===== config.mk =====
export PLATFORM = sky130hd
export DESIGN_NAME = serial_host_port_dev_flat
export DESIGN_NICKNAME = d
export VERILOG_FILES = /design/src/hdl/serial_link_pkg.sv /design/src/hdl/serial_link_if.sv /design/src/hdl/serial_host_port_dev.sv /design/src/flat_wrapper.sv
export VERILOG_INCLUDE_DIRS = /design/src /design/src/hdl
export SDC_FILE = /design/constraint.sdc
export NUM_CORES = 1
export LEC_CHECK = 0
export BUFFER_PORTS_ARGS = -buffer_cell sky130_fd_sc_hd__buf_2
export CAP_MARGIN = 30
export CELL_PAD_IN_SITES_DETAIL_PLACEMENT = 0
export CELL_PAD_IN_SITES_GLOBAL_PLACEMENT = 1
export CORE_MARGIN = 2
export CORE_UTILIZATION = 35
export DETAILED_ROUTE_END_ITERATION = 16
export GPL_ROUTABILITY_DRIVEN = 0
export PLACE_DENSITY = 0.64
export SLEW_MARGIN = 20
export SYNTH_ARGS = -nofsm -noshare
export SYNTH_HDL_FRONTEND = slang
export SYNTH_SLANG_ARGS = --single-unit
export TNS_END_PERCENT = 20

===== constraint.sdc =====
create_clock -name clk_sys_i -period 4.39 [get_ports clk_sys_i]
set_input_delay 0 -clock clk_sys_i [delete_from_list [all_inputs] [get_ports clk_sys_i]]
set_output_delay 0 -clock clk_sys_i [all_outputs]
set_load 0.01 [all_outputs]

===== src/hdl/serial_link_params.svh =====
// Purpose: Timing and framing constants for the serial host port.
// Assumes: System clock of 25 MHz.
// Notes: Bit rates are in bits per second.
`ifndef SERIAL_LINK_PARAMS_SVH
`define SERIAL_LINK_PARAMS_SVH
`define CLK_HZ 25000000
`define BAUD_MIN_BPS 4800
`define BAUD_TYP_BPS 115200
`define BAUD_MAX_UART_BPS 2000000
`define BAUD_MAX_RS232_BPS 1000000
`define DATA_BITS 8
`define STOP_BITS 1
`define RTS_PULSE_CYC 2
`endif


===== src/hdl/serial_link_pkg.sv =====
// Purpose: Types shared by both ends of the serial host port.
// Assumes: Nothing beyond the constants header.
// Notes: States use Gray codes along the usual path.
package serial_link_pkg;
    typedef logic [7:0] byte_t;
    typedef enum logic [1:0] {
        TX_IDLE = 2'b00,
        TX_START = 2'b01,
        TX_DATA = 2'b11,
        TX_STOP = 2'b10
    } tx_state_e;
    typedef enum logic [1:0] {
        RX_IDLE = 2'b00,
        RX_START = 2'b01,
        RX_DATA = 2'b11,
        RX_STOP = 2'b10
    } rx_state_e;
endpackage


===== src/hdl/serial_link_if.sv =====
// Purpose: Wires between the module end and the host end.
// Assumes: Both ends share clk_sys_i.
// Notes: Lines idle high; handshake lines are active high for go.
`timescale 1ns/1ps
interface serial_link_if;
    logic dev_to_host_txd;
    logic host_to_dev_rxd;
    logic dev_rts;
    logic host_cts;
    logic pos_txd;
    logic pos_rxd;
    modport device (
        output dev_to_host_txd,
        input host_to_dev_rxd,
        output dev_rts,
        input host_cts,
        output pos_txd,
        input pos_rxd
    );
    modport host (
        input dev_to_host_txd,
        output host_to_dev_rxd,
        input dev_rts,
        output host_cts,
        input pos_txd,
        output pos_rxd
    );
endinterface


===== src/hdl/serial_host_port_dev.sv =====
// Purpose: Module end of the RS232 host link with RTS/CTS handshake.
// Assumes: One clock; link inputs are asynchronous and synchronised here.
// Notes on behaviour
// - Characters are eight data, no parity, one stop.
// - Plain serial link has only transmit and receive.
// - Plain link rates 4.8 to 2000 kbps.
// - RS232 host link rates 4.8 to 1000 kbps.
// - Sample CTS before each byte; send if high.
// - CTS low at boundary: idle line, wait.
// - CTS drop mid-byte: finish the byte first.
// - Byte finished under low CTS is not resent.
// - RTS low while busy; host withholds bytes then.
// - RTS pulses low while byte moves to FIFO.
// - Host without handshake ties CTS high.
// - Positioning port typical 115.2, max 1000 kbps; here the pos lines are only held idle high.
`timescale 1ns/1ps
`include "serial_link_params.svh"
module serial_host_port_dev
    import serial_link_pkg::*;
#(
    parameter int BAUD_BPS = `BAUD_TYP_BPS
) (
    input wire logic clk_sys_i,
    input wire logic rstn_i,
    serial_link_if.device link,
    input wire logic [7:0] tx_data_i,
    input wire logic tx_valid_i,
    output logic tx_ready_o,
    output logic [7:0] rx_data_o,
    output logic rx_valid_o,
    input wire logic rx_ready_i
);
    localparam int BIT_CYC = `CLK_HZ / BAUD_BPS;
    localparam int HALF_CYC = BIT_CYC / 2;
    if (BAUD_BPS < `BAUD_MIN_BPS || BAUD_BPS > `BAUD_MAX_RS232_BPS) begin : g_baud_chk
        $error("BAUD_BPS outside the supported range");
    end

    // Link inputs pass two flip-flops before use.
    logic rxd_m_r, rxd_s_r, cts_m_r, cts_s_r;
    always_ff @(posedge clk_sys_i) begin
        if (!rstn_i) begin
            rxd_m_r <= 1'b1;
            rxd_s_r <= 1'b1;
            cts_m_r <= 1'b0;
            cts_s_r <= 1'b0;
        end else begin
            rxd_m_r <= link.host_to_dev_rxd;
            rxd_s_r <= rxd_m_r;
            cts_m_r <= link.host_cts;
            cts_s_r <= cts_m_r;
        end
    end

    // Transmitter.
    tx_state_e tx_st_r;
    logic [15:0] tx_cnt_r;
    logic [2:0] tx_bit_r;
    logic [7:0] tx_sh_r;
    logic tx_line_r;
    wire tx_tick = (tx_cnt_r == 16'(BIT_CYC - 1));
    assign tx_ready_o = (tx_st_r == TX_IDLE) && cts_s_r;
    always_ff @(posedge clk_sys_i) begin
        if (!rstn_i) begin
            tx_st_r <= TX_IDLE;
            tx_cnt_r <= 16'h0000;
            tx_bit_r <= 3'h0;
            tx_sh_r <= 8'h00;
            tx_line_r <= 1'b1;
        end else begin
            tx_cnt_r <= (tx_st_r == TX_IDLE || tx_tick) ? 16'h0000 : tx_cnt_r + 16'h0001;
            case (tx_st_r)
                TX_IDLE: begin
                    tx_line_r <= 1'b1;
                    if (tx_valid_i && cts_s_r) begin
                        tx_sh_r <= tx_data_i;
                        tx_line_r <= 1'b0;
                        tx_st_r <= TX_START;
                    end
                end
                TX_START: begin
                    if (tx_tick) begin
                        tx_line_r <= tx_sh_r[0];
                        tx_sh_r <= {1'b0, tx_sh_r[7:1]};
                        tx_bit_r <= 3'h0;
                        tx_st_r <= TX_DATA;
                    end
                end
                TX_DATA: begin
                    // CTS is not looked at here, so a byte in flight always completes.
                    if (tx_tick) begin
                        if (tx_bit_r == 3'h7) begin
                            tx_line_r <= 1'b1;
                            tx_st_r <= TX_STOP;
                        end else begin
                            tx_line_r <= tx_sh_r[0];
                            tx_sh_r <= {1'b0, tx_sh_r[7:1]};
                            tx_bit_r <= tx_bit_r + 3'h1;
                        end
                    end
                end
                TX_STOP: begin
                    if (tx_tick) begin
                        tx_st_r <= TX_IDLE;
                    end
                end
                default: begin
                    tx_st_r <= TX_IDLE;
                    tx_line_r <= 1'b1;
                end
            endcase
        end
    end
    assign link.dev_to_host_txd = tx_line_r;
    assign link.pos_txd = 1'b1;

    // Receiver.
    rx_state_e rx_st_r;
    logic [15:0] rx_cnt_r;
    logic [2:0] rx_bit_r;
    logic [7:0] rx_sh_r;
    logic rx_done_r;
    always_ff @(posedge clk_sys_i) begin
        if (!rstn_i) begin
            rx_st_r <= RX_IDLE;
            rx_cnt_r <= 16'h0000;
            rx_bit_r <= 3'h0;
            rx_sh_r <= 8'h00;
            rx_done_r <= 1'b0;
        end else begin
            rx_done_r <= 1'b0;
            case (rx_st_r)
                RX_IDLE: begin
                    rx_cnt_r <= 16'h0000;
                    if (!rxd_s_r) begin
                        rx_st_r <= RX_START;
                    end
                end
                RX_START: begin
                    if (rx_cnt_r == 16'(HALF_CYC - 1)) begin
                        rx_cnt_r <= 16'h0000;
                        rx_bit_r <= 3'h0;
                        rx_st_r <= rxd_s_r ? RX_IDLE : RX_DATA;
                    end else begin
                        rx_cnt_r <= rx_cnt_r + 16'h0001;
                    end
                end
                RX_DATA: begin
                    if (rx_cnt_r == 16'(BIT_CYC - 1)) begin
                        rx_cnt_r <= 16'h0000;
                        rx_sh_r <= {rxd_s_r, rx_sh_r[7:1]};
                        rx_bit_r <= rx_bit_r + 3'h1;
                        if (rx_bit_r == 3'h7) begin
                            rx_st_r <= RX_STOP;
                        end
                    end else begin
                        rx_cnt_r <= rx_cnt_r + 16'h0001;
                    end
                end
                RX_STOP: begin
                    if (rx_cnt_r == 16'(BIT_CYC - 1)) begin
                        rx_cnt_r <= 16'h0000;
                        rx_done_r <= rxd_s_r; // A missing stop bit drops the byte.
                        rx_st_r <= RX_IDLE;
                    end else begin
                        rx_cnt_r <= rx_cnt_r + 16'h0001;
                    end
                end
                default: rx_st_r <= RX_IDLE;
            endcase
        end
    end

    // Two-entry receive buffer; a byte that arrives while both entries are full is dropped.
    logic [7:0] buf_r [2];
    logic [1:0] cnt_r;
    logic wptr_r, rptr_r;
    logic [2:0] mv_cnt_r;
    wire buf_full = (cnt_r == 2'h2);
    wire push = rx_done_r && !buf_full;
    wire pop = rx_valid_o && rx_ready_i;
    always_ff @(posedge clk_sys_i) begin
        if (!rstn_i) begin
            cnt_r <= 2'h0;
            wptr_r <= 1'b0;
            rptr_r <= 1'b0;
        end else begin
            if (push) begin
                buf_r[wptr_r] <= rx_sh_r;
                wptr_r <= ~wptr_r;
            end
            if (pop) begin
                rptr_r <= ~rptr_r;
            end
            cnt_r <= cnt_r + 2'(push) - 2'(pop);
        end
    end
    assign rx_valid_o = (cnt_r != 2'h0);
    assign rx_data_o = buf_r[rptr_r];

    // RTS low for a short pulse per byte moved, and while the buffer is full.
    always_ff @(posedge clk_sys_i) begin
        if (!rstn_i) begin
            mv_cnt_r <= 3'h0;
        end else if (rx_done_r) begin
            mv_cnt_r <= 3'(`RTS_PULSE_CYC);
        end else if (mv_cnt_r != 3'h0) begin
            mv_cnt_r <= mv_cnt_r - 3'h1;
        end
    end
    logic rts_r;
    always_ff @(posedge clk_sys_i) begin
        if (!rstn_i) begin
            rts_r <= 1'b0;
        end else begin
            rts_r <= (mv_cnt_r == 3'h0) && !rx_done_r && !buf_full;
        end
    end
    assign link.dev_rts = rts_r;
endmodule


===== src/flat_wrapper.sv =====
// flat-port wrapper written by rule: the top's interface ports become plain ports
module serial_host_port_dev_flat import serial_link_pkg::*;
#(
    parameter int BAUD_BPS = `BAUD_TYP_BPS
)
  (clk_sys_i, rstn_i, tx_data_i, tx_valid_i, tx_ready_o, rx_data_o, rx_valid_o, rx_ready_i, link_dev_to_host_txd, link_host_to_dev_rxd, link_dev_rts, link_host_cts, link_pos_txd, link_pos_rxd);
  serial_link_if link_i ();
  input wire logic clk_sys_i;
  input wire logic rstn_i;
  input wire logic [7:0] tx_data_i;
  input wire logic tx_valid_i;
  output logic tx_ready_o;
  output logic [7:0] rx_data_o;
  output logic rx_valid_o;
  input wire logic rx_ready_i;
  output wire logic [$bits(link_i.dev_to_host_txd)-1:0] link_dev_to_host_txd;
  input wire logic [$bits(link_i.host_to_dev_rxd)-1:0] link_host_to_dev_rxd;
  output wire logic [$bits(link_i.dev_rts)-1:0] link_dev_rts;
  input wire logic [$bits(link_i.host_cts)-1:0] link_host_cts;
  output wire logic [$bits(link_i.pos_txd)-1:0] link_pos_txd;
  input wire logic [$bits(link_i.pos_rxd)-1:0] link_pos_rxd;
  assign link_dev_to_host_txd = link_i.dev_to_host_txd;
  assign link_i.host_to_dev_rxd = link_host_to_dev_rxd;
  assign link_dev_rts = link_i.dev_rts;
  assign link_i.host_cts = link_host_cts;
  assign link_pos_txd = link_i.pos_txd;
  assign link_i.pos_rxd = link_pos_rxd;
  serial_host_port_dev #(.BAUD_BPS(BAUD_BPS)) u_core (.clk_sys_i(clk_sys_i), .rstn_i(rstn_i), .link(link_i), .tx_data_i(tx_data_i), .tx_valid_i(tx_valid_i), .tx_ready_o(tx_ready_o), .rx_data_o(rx_data_o), .rx_valid_o(rx_valid_o), .rx_ready_i(rx_ready_i));
endmodule

==> key figures, run 1 <==
Layout
  • Storage element area: 1940 um^2
  • Area taken by multi-input logic gates: 1780 um^2
  • Number of nets at the end of the flow: between 400 and 500
  • Final core utilization: 40.7%
  • Fillers: approximately 1.1k
  • Layout cells sized above 1: 13.1%
  • Antenna cells: 0
  • Layout-stage area growth over the synthesis result: 14.0%

Yosys
  • Syn Nets: between 400 and 500
  • Netlist cell types: 52
  • Primary flip-flop cell chosen by synthesis mapping: sky130_fd_sc_hd__dfxtp_1
  • Cell Area, Synth: 3850 um^2
  • Sequential fraction of the synthesis area: roughly 50%
  • Count of mapped cells out of synthesis: 391
  • Total of flip-flops plus latches after synthesis: 89
  • Count of flip-flops with a built-in enable after synthesis: 16
  • Warning count from the yosys run: 0
  • Fraction of registers with async set or reset after synthesis: 0%
  • Mean cell area of the mapped netlist: 9.85 um^2

Power and ir drop
  • Static leakage: roughly 1.5 nW
  • Power density cells: 351 nW/um^2
  • Maximum ir drop on the vdd rail: 0.151 mV

Drt
  • Number of antenna-violating nets in the routed design: 0
  • Iteration-0 DRC count of the detailed router: 160
  • Routed length per placed instance: 12.9 um
  • Total Routed Length: roughly 7.3 mm
  • Count of vias placed by the detailed router: 2830
  • Number of detailed-route iterations in the first pass: 4
  • Vias per cell: roughly 5.0
  • Count of unresolved DRC violations after routing: 0

Worst setup path
  • Startpoint of the lowest-slack register-to-register path: u_core.tx_cnt_r[0]
  • Required time of the critical path: ~4.7 ns
  • Ordered cell list for the critical path: inv_1 > ha_1 > or4b_4 > or4_1 > or4b_1 > a31oi_1
  • Type of origin of the critical path: flop
  • Critical-path top delay cell: sky130_fd_sc_hd__or4_1
  • CP bufs+invs: 1
  • Setup CP Type: reg -> reg
  • Worst setup EP type: flop
  • Critical path launch point: u_core.tx_cnt_r[0]
  • Arrival time at the worst endpoint: 2.86 ns
  • Worst path max stage delay: 0.72 ns
  • Dominant delay contributor by cell family on the critical path: simple AND/OR/NAND/NOR gates
  • Slack of the worst reg-to-reg path: 1.81 ns
  • Critical path fanouts, max: 10

Floorplan
  • Number of rows created at floorplan: 38
  • Die area: approximately 12000 um^2
  • I/O pin total: 28
  • Die Y: 109 um
  • Die X-Extent: 109 um
  • Floorplan Core Area: between 10000 and 15000 um^2
  • Effective utilization at floorplan: 35.7%

GRT
  • Global-route wire length before repair: around 13 mm
  • Via count of the first global-routing pass: 2635
  • GRT Residual Overflow: 0
  • GRT Total Usage: about 13%
  • Maximum number of pins on one net before global-route repair: 28
  • Antenna violations before repair: 0

Clock tree
  • Inserted Clock Buffers: 9
  • Skew-Pair Late Insertion Delay: 0.35 ns
  • Clock tree root driver cell: sky130_fd_sc_hd__clkbuf_8
  • CTS tree: done
  • Maximum root-to-sink buffer count: 2
  • CTS HTree Levels: 3
  • Clock-pin transition on the worst setup and hold timing paths: around 0.080 ns
  • Number of clock sinks: 89

STA
  • Fmax: 388 MHz
  • Final worst slack: 1.81 ns
  • Pin slew with the least headroom to its limit: between 0.9 and 1 ns
  • Setup repair after global routing missed its margin: no
  • Period Utilization, post-route: between 50% and 60%
  • Count of endpoints failing setup in the final report: 0
  • Worst relative slew slack: between 30% and 40%
  • Final setup skew: 0.00687 ns
  • Number of pins exceeding their max-slew limit in the final report: 0
  • Final Critical Period: 2.58 ns
  • Final hold violation count: 0
  • Minimum hold slack: roughly 0.054 ns
  • Setup_tns: 0 ns

Place
  • Worst setup slack after placement: ~1.8 ns
  • Port Buffers: 25
  • Detailed-placement wirelength estimate: 4.91 mm

Hold path
  • HP Start: tx_valid_i
  • HP Class: in -> reg

Outcome
  • Status: completed

Job
  • Max-cap violations: 0
-- cell families after synthesis --
family,synth area share (%)
AO/OA/AOI/OAI,7.73
XOR/XNOR,7.05
adder cells (fa/ha/maj),3.57
buffers and inverters,3.35
flip-flops,50.4
multiplexers,4.42
other,0.0974
AND/OR/NAND/NOR,23.4
-- cell usage in the layout (no fill, tap or decap), types with 4 or more instances in the layout --
master / n
sky130_fd_sc_hd__and2_1: 13
sky130_fd_sc_hd__a221o_1: 7
sky130_fd_sc_hd__dfxtp_1: 73
sky130_fd_sc_hd__mux2_2: 8
sky130_fd_sc_hd__nand2_1: 32
sky130_fd_sc_hd__nand2b_1: 4
sky130_fd_sc_hd__ha_1: 11
sky130_fd_sc_hd__o21ai_0: 6
sky130_fd_sc_hd__edfxtp_1: 16
sky130_fd_sc_hd__clkbuf_8: 9
sky130_fd_sc_hd__mux2i_1: 8
sky130_fd_sc_hd__inv_1: 17
sky130_fd_sc_hd__nand3_1: 11
sky130_fd_sc_hd__a31oi_1: 6
sky130_fd_sc_hd__buf_2: 25
sky130_fd_sc_hd__nor4_1: 11
sky130_fd_sc_hd__nor2_1: 45
sky130_fd_sc_hd__xnor2_1: 22
sky130_fd_sc_hd__a21oi_1: 10
sky130_fd_sc_hd__nor3_1: 8
sky130_fd_sc_hd__nand4_1: 16
sky130_fd_sc_hd__xor2_1: 9
sky130_fd_sc_hd__dlygate4sd3_1: 9
-- stage by stage --
| step | instance area (um^2) | instances | power (mW) |
|---|---|---|---|
| finish | 4390 | 569 | 1.54 |
| global route | 4390 | 569 | 1.63 |
| floorplan | 3850 | 391 | 0.984 |
| detailed placement | 4110 | 544 | 1.02 |
| CTS | 4390 | 569 | 1.56 |
| global placement | 4110 | 544 | 1.01 |
-- report_power, final --
group | switching (mW) | internal, mW
Combinational | 0.0671 | 0.0612
Clock | 0.280 | 0.260
Sequential | 0.0201 | 0.853
-- area by class of cell --
class                      instances  area share (%)
timing repair buffer              37            5.42
multi-input combinational        269            40.6
clock buffer                      10            2.91
tap                              140            3.99
inverter                          18            1.54
clock inverter                     6            1.34
sequential                        89            44.2
-- path summary, 6_finish.rpt --
check	cells after the start	endpoint
setup reg to reg	6	u_core.tx_bit_r[1]
hold / removal	3	u_core.tx_sh_r[7]
setup / recovery	6	u_core.tx_bit_r[1]
hold reg to reg	1	u_core.rxd_s_r
-- timing repair --
item	in CTS	in global routing
setup buffers	0	0
hold buffers	9	0
resized for setup	0	0
hold endpoints to repair	9	0
-- metal layers --
metal,GRT usage [%],wire (um)
met5,0,0
met4,6.87,153
met3,2.51,182
met2,20.3,3240
met1,18.3,3760
-- state kept, by name, summed over array words and instances (netlist names), 3 cells and up, named ones only --
signal           count
u_core.buf_r        16
u_core.rx_bit_r      3
u_core.tx_cnt_r     16
u_core.rx_sh_r       8
u_core.mv_cnt_r      3
u_core.rx_cnt_r     16
u_core.tx_bit_r      3
u_core.tx_sh_r       8
-- cell usage after synthesis, types with 2 or more instances --
cell type / n / area [um^2]
sky130_fd_sc_hd__mux2_2: 8 / 90.1
sky130_fd_sc_hd__o32ai_1: 2 / 17.5
sky130_fd_sc_hd__dfxtp_1: 73 / 1460
sky130_fd_sc_hd__nor3_1: 8 / 40.0
sky130_fd_sc_hd__edfxtp_1: 16 / 480
sky130_fd_sc_hd__or3_1: 3 / 18.8
sky130_fd_sc_hd__and4_1: 2 / 17.5
sky130_fd_sc_hd__o21ai_0: 6 / 30.0
sky130_fd_sc_hd__nand2_1: 32 / 120
sky130_fd_sc_hd__mux2i_1: 8 / 80.1
sky130_fd_sc_hd__and3_1: 3 / 18.8
sky130_fd_sc_hd__or4b_1: 2 / 20.0
sky130_fd_sc_hd__nor4_1: 11 / 68.8
sky130_fd_sc_hd__a31oi_1: 6 / 37.5
sky130_fd_sc_hd__xnor2_1: 22 / 193
sky130_fd_sc_hd__a21oi_1: 10 / 50.1
sky130_fd_sc_hd__or4b_4: 2 / 27.5
sky130_fd_sc_hd__inv_1: 17 / 63.8
sky130_fd_sc_hd__xor2_1: 9 / 78.8
sky130_fd_sc_hd__nor2b_1: 2 / 12.5
sky130_fd_sc_hd__and4b_1: 2 / 20.0
sky130_fd_sc_hd__a221o_1: 7 / 70.1
sky130_fd_sc_hd__nand2b_1: 4 / 25.0
sky130_fd_sc_hd__or4_1: 3 / 22.5
sky130_fd_sc_hd__clkbuf_1: 13 / 48.8
sky130_fd_sc_hd__nand3_1: 11 / 55.1
sky130_fd_sc_hd__nor4bb_1: 3 / 30.0
sky130_fd_sc_hd__ha_1: 11 / 138
sky130_fd_sc_hd__and2_1: 13 / 81.3
sky130_fd_sc_hd__nand4_1: 16 / 100
sky130_fd_sc_hd__nor2_1: 45 / 169
-- tightest hold or removal path: cells and delay by family --
family | cells | cell delay [ns]
AO/OA/AOI/OAI | 2 | 0.23
buffers and inverters | 1 | 0.12
Power figures use the tool's default switching activity.
==> inputs of run 2 (changes only) <==
--- a/config.mk
+++ b/config.mk
@@ -14,7 +14,7 @@
 export CORE_UTILIZATION = 35
 export DETAILED_ROUTE_END_ITERATION = 16
 export GPL_ROUTABILITY_DRIVEN = 0
-export PLACE_DENSITY = 0.64
+export PLACE_DENSITY = 0.66
 export SLEW_MARGIN = 20
 export SYNTH_ARGS = -nofsm -noshare
 export SYNTH_HDL_FRONTEND = slang
==> constraint.sdc (replaced) <==
create_clock -name clk_sys_i -period 2.1 [get_ports clk_sys_i]
set_input_delay 0 -clock clk_sys_i [delete_from_list [all_inputs] [get_ports clk_sys_i]]
set_output_delay 0 -clock clk_sys_i [all_outputs]
set_load 0.01 [all_outputs]
==> run 2 against run 1 <==
Net effect:
- global-route usage grew 0.51 points
- die area is the same
- highest routed layer unchanged
- the run now ends with negative setup slack left
- sequential cell count is the same
- critical path type unchanged
- clock-buffer cell count shrank 1
==> key figures, run 2 (synthesis gave the netlist of run 1 again) <==
Floorplan
  • Die X-Extent: 109 um (unchanged)
  • I/O pin total: 28 (unchanged)
  • Effective utilization at floorplan: 35.7% (unchanged)
  • Die Y: 109 um (unchanged)
  • Die area: 11900 um^2 (unchanged)
  • Floorplan Core Area: 10800 um^2 (unchanged)
  • Number of rows created at floorplan: 38 (unchanged)

Drt
  • Number of antenna-violating nets in the routed design: 0 (unchanged)
  • Count of unresolved DRC violations after routing: 0 (unchanged)
  • Total Routed Length: 7.72 mm (+5.3%)
  • Count of vias placed by the detailed router: 2961 (+4.6%)
  • Number of detailed-route iterations in the first pass: 4 (unchanged)
  • Iteration-0 DRC count of the detailed router: 190 (+19%)
  • Routed length per placed instance: 12.9 um (+0.34%)
  • Vias per cell: 4.96 (-0.28%)

Place
  • Port Buffers: 25 (unchanged)
  • Detailed-placement wirelength estimate: 5.37 mm (+9.3%)

STA
  • Count of endpoints failing setup in the final report: 10 (+10)
  • Fmax: 444 MHz (+14%)
  • Period Utilization, post-route: 107% (+49 points)
  • Worst relative slew slack: 53.4% (+15 points)
  • Final setup skew: 0.0118 ns (+0.00496 ns)
  • Final hold violation count: 0 (unchanged)
  • Setup repair after global routing missed its margin: yes
  • Pin slew with the least headroom to its limit: 0.692 ns (-0.232 ns)
  • Number of pins exceeding their max-slew limit in the final report: 0 (unchanged)
  • Final worst slack: -0.154 ns (-1.97 ns)
  • Final Critical Period: 2.25 ns (-0.324 ns)

GRT
  • Global-route wire length before repair: 13.0 mm (+4.3%)
  • Antenna violations before repair: 0 (unchanged)
  • GRT Residual Overflow: 0 (unchanged)
  • Maximum number of pins on one net before global-route repair: 28 (unchanged)
  • Via count of the first global-routing pass: 2777 (+5.4%)
  • GRT Total Usage: 13.9% (+0.51 points)

Clock tree
  • Inserted Clock Buffers: 9 (unchanged)
  • Clock-pin transition on the worst setup and hold timing paths: 0.10 ns (+0.02 ns)
  • CTS tree: done
  • Skew-Pair Late Insertion Delay: 0.36 ns (about the same)
  • Clock tree root driver cell: sky130_fd_sc_hd__clkbuf_8
  • Maximum root-to-sink buffer count: 2 (unchanged)
  • Number of clock sinks: 89 (unchanged)
  • CTS HTree Levels: 3 (unchanged)

Worst setup path
  • Startpoint of the lowest-slack register-to-register path: u_core.tx_cnt_r[1]
  • Cell repeated most along the worst path: sky130_fd_sc_hd__or4_4
  • Worst path max stage delay: 0.52 ns (-0.20 ns)
  • Critical path fanouts, max: 4 (-6)
  • Critical-path top delay cell: sky130_fd_sc_hd__or4_4
  • Arrival time at the worst endpoint: 2.54 ns (-0.32 ns)
  • Slack of the worst reg-to-reg path: -0.15 ns (-1.97 ns)
  • Ordered cell list for the critical path: inv_1 > ha_1 > or4b_4 > or4_4 > buf_6 > or4_4 > a31oi_1
  • Worst setup EP type: flop
  • CP bufs+invs: 2 (+1)
  • Worst r2r path cells: 7 (+1)
  • Cell depth of the worst setup path: 7 (+1)
  • Required time of the critical path: 2.39 ns (-2.28 ns)
  • Dominant delay contributor by cell family on the critical path: simple AND/OR/NAND/NOR gates
  • Reg2Reg Capture Point: u_core.tx_bit_r[0]
  • Type of origin of the critical path: flop
  • Setup CP Type: reg -> reg

Layout
  • Final core utilization: 43.2% (+2.5 points)
  • Layout cells sized above 1: 20.6% (+7.5 points)
  • Most common library cell in the layout ignoring fill and taps: sky130_fd_sc_hd__dfxtp_1
  • Layout-stage area growth over the synthesis result: 21.0%
  • Number of nets at the end of the flow: 478 (+6.2%)
  • Antenna cells: 0 (unchanged)
  • Biggest registers after layout: u_core.buf_r x16, u_core.rx_cnt_r x16, u_core.tx_cnt_r x16
  • Highest-count cells in the layout ignoring fill and taps: sky130_fd_sc_hd__dfxtp_1, sky130_fd_sc_hd__nor2_1, sky130_fd_sc_hd__nand2_1

Hold path
  • HP Class: in -> reg
  • Worst Hold Path EP: u_core.tx_sh_r[7]
  • Worst hold path depth: 3 (unchanged)
  • HP Start: tx_data_i[7]

Outcome
  • Status: finished with violations
  • Violated checks: negative setup slack

Job
  • Max-cap violations: 0 (unchanged)

Power and ir drop
  • Total power: 3.31 mW (+110%)
  • Static leakage: 1.70 nW (+11%)
  • Power density cells: 711 nW/um^2 (+100%)
  • Maximum ir drop on the vdd rail: 0.363 mV (+140%)
-- run 2: cell count changes in the layout (fill, tap and decap cells not counted), moves of 2 or more --
cell / before / now
sky130_fd_sc_hd__buf_4: 3 / 28
sky130_fd_sc_hd__or4_1: 3 / 1
sky130_fd_sc_hd__buf_6: 0 / 3
sky130_fd_sc_hd__dfxtp_1: 73 / 71
sky130_fd_sc_hd__or4_4: 1 / 3
sky130_fd_sc_hd__inv_6: 0 / 2
sky130_fd_sc_hd__clkinv_1: 3 / 1
sky130_fd_sc_hd__dfxtp_2: 0 / 2
-- run 2: worst max path at each step --
stage,startpoint,to,slack [ns]
final,u_core.tx_cnt_r[1],u_core.tx_bit_r[0],-0.15
after global routing,u_core.tx_cnt_r[1],u_core.tx_bit_r[1],-0.23
after CTS,u_core.tx_cnt_r[0],u_core.tx_bit_r[1],-0.16
after detailed placement,u_core.tx_cnt_r[0],u_core.tx_bit_r[1],-0.14
after global placement,u_core.tx_cnt_r[0],u_core.tx_bit_r[1],-0.08
after floorplan,u_core.tx_cnt_r[0],u_core.tx_sh_r[0],-0.17
-- run 2: repair_timing --
item                                    in CTS  in global routing
gates resized for setup                      4                  7
hold buffers                                 9                  0
pin swaps                                    9                  3
setup buffers                                3                  1
endpoints found under the setup margin      10                 25
endpoints found under the hold margin        9                  0
-- run 2: through the flow --
step	instance area, um^2	TNS (ns)	instances	hold WS, ns	worst slack [ns]
2_1_floorplan	3860	-1.54	391	0.101	-0.168
3_3_place_gp	4300	-0.419	568	0.219	-0.0819
3_5_place_dp	4300	-0.834	568	0.216	-0.142
4_1_cts	4640	-0.291	596	0.0192	-0.161
5_1_grt	4660	-1.78	597	0.0282	-0.229
6_report	4660	-0.871	597	0.0303	-0.154
-- run 2: per-layer routing --
metal	part of all wire [%]	GRT usage (%)	wire length [um]
met1	49	18.5	3820
met2	46	22.2	3550
met3	2.9	3.23	227
met4	1.6	4.95	123
met5	0	0	0
-- run 2: tightest hold or removal path, stage by stage --
cell and delay (ns):
sky130_fd_sc_hd__buf_2 0.11, sky130_fd_sc_hd__o21ai_0 0.15, sky130_fd_sc_hd__a311oi_1 0.09
-- run 2: power by group --
group	internal (mW)	leakage (nW)	total (mW)	switching (mW)
clock network	0.558	0.0962	1.20	0.639
logic	0.135	0.829	0.290	0.155
registers	1.78	0.778	1.83	0.0418
total	2.48	1.70	3.31	0.835
-- run 2: cell type report --
| type | instances | area (um^2) |
|---|---|---|
| Clock inverter | 7 | 76.3 |
| Tap cell | 140 | 175 |
| Sequential cell | 89 | 1940 |
| Inverter | 18 | 67.6 |
| Fill cell | 1029 | 6130 |
| Timing Repair Buffer | 65 | 459 |
| Clock buffer | 9 | 124 |
| Multi-Input combinational cell | 269 | 1810 |
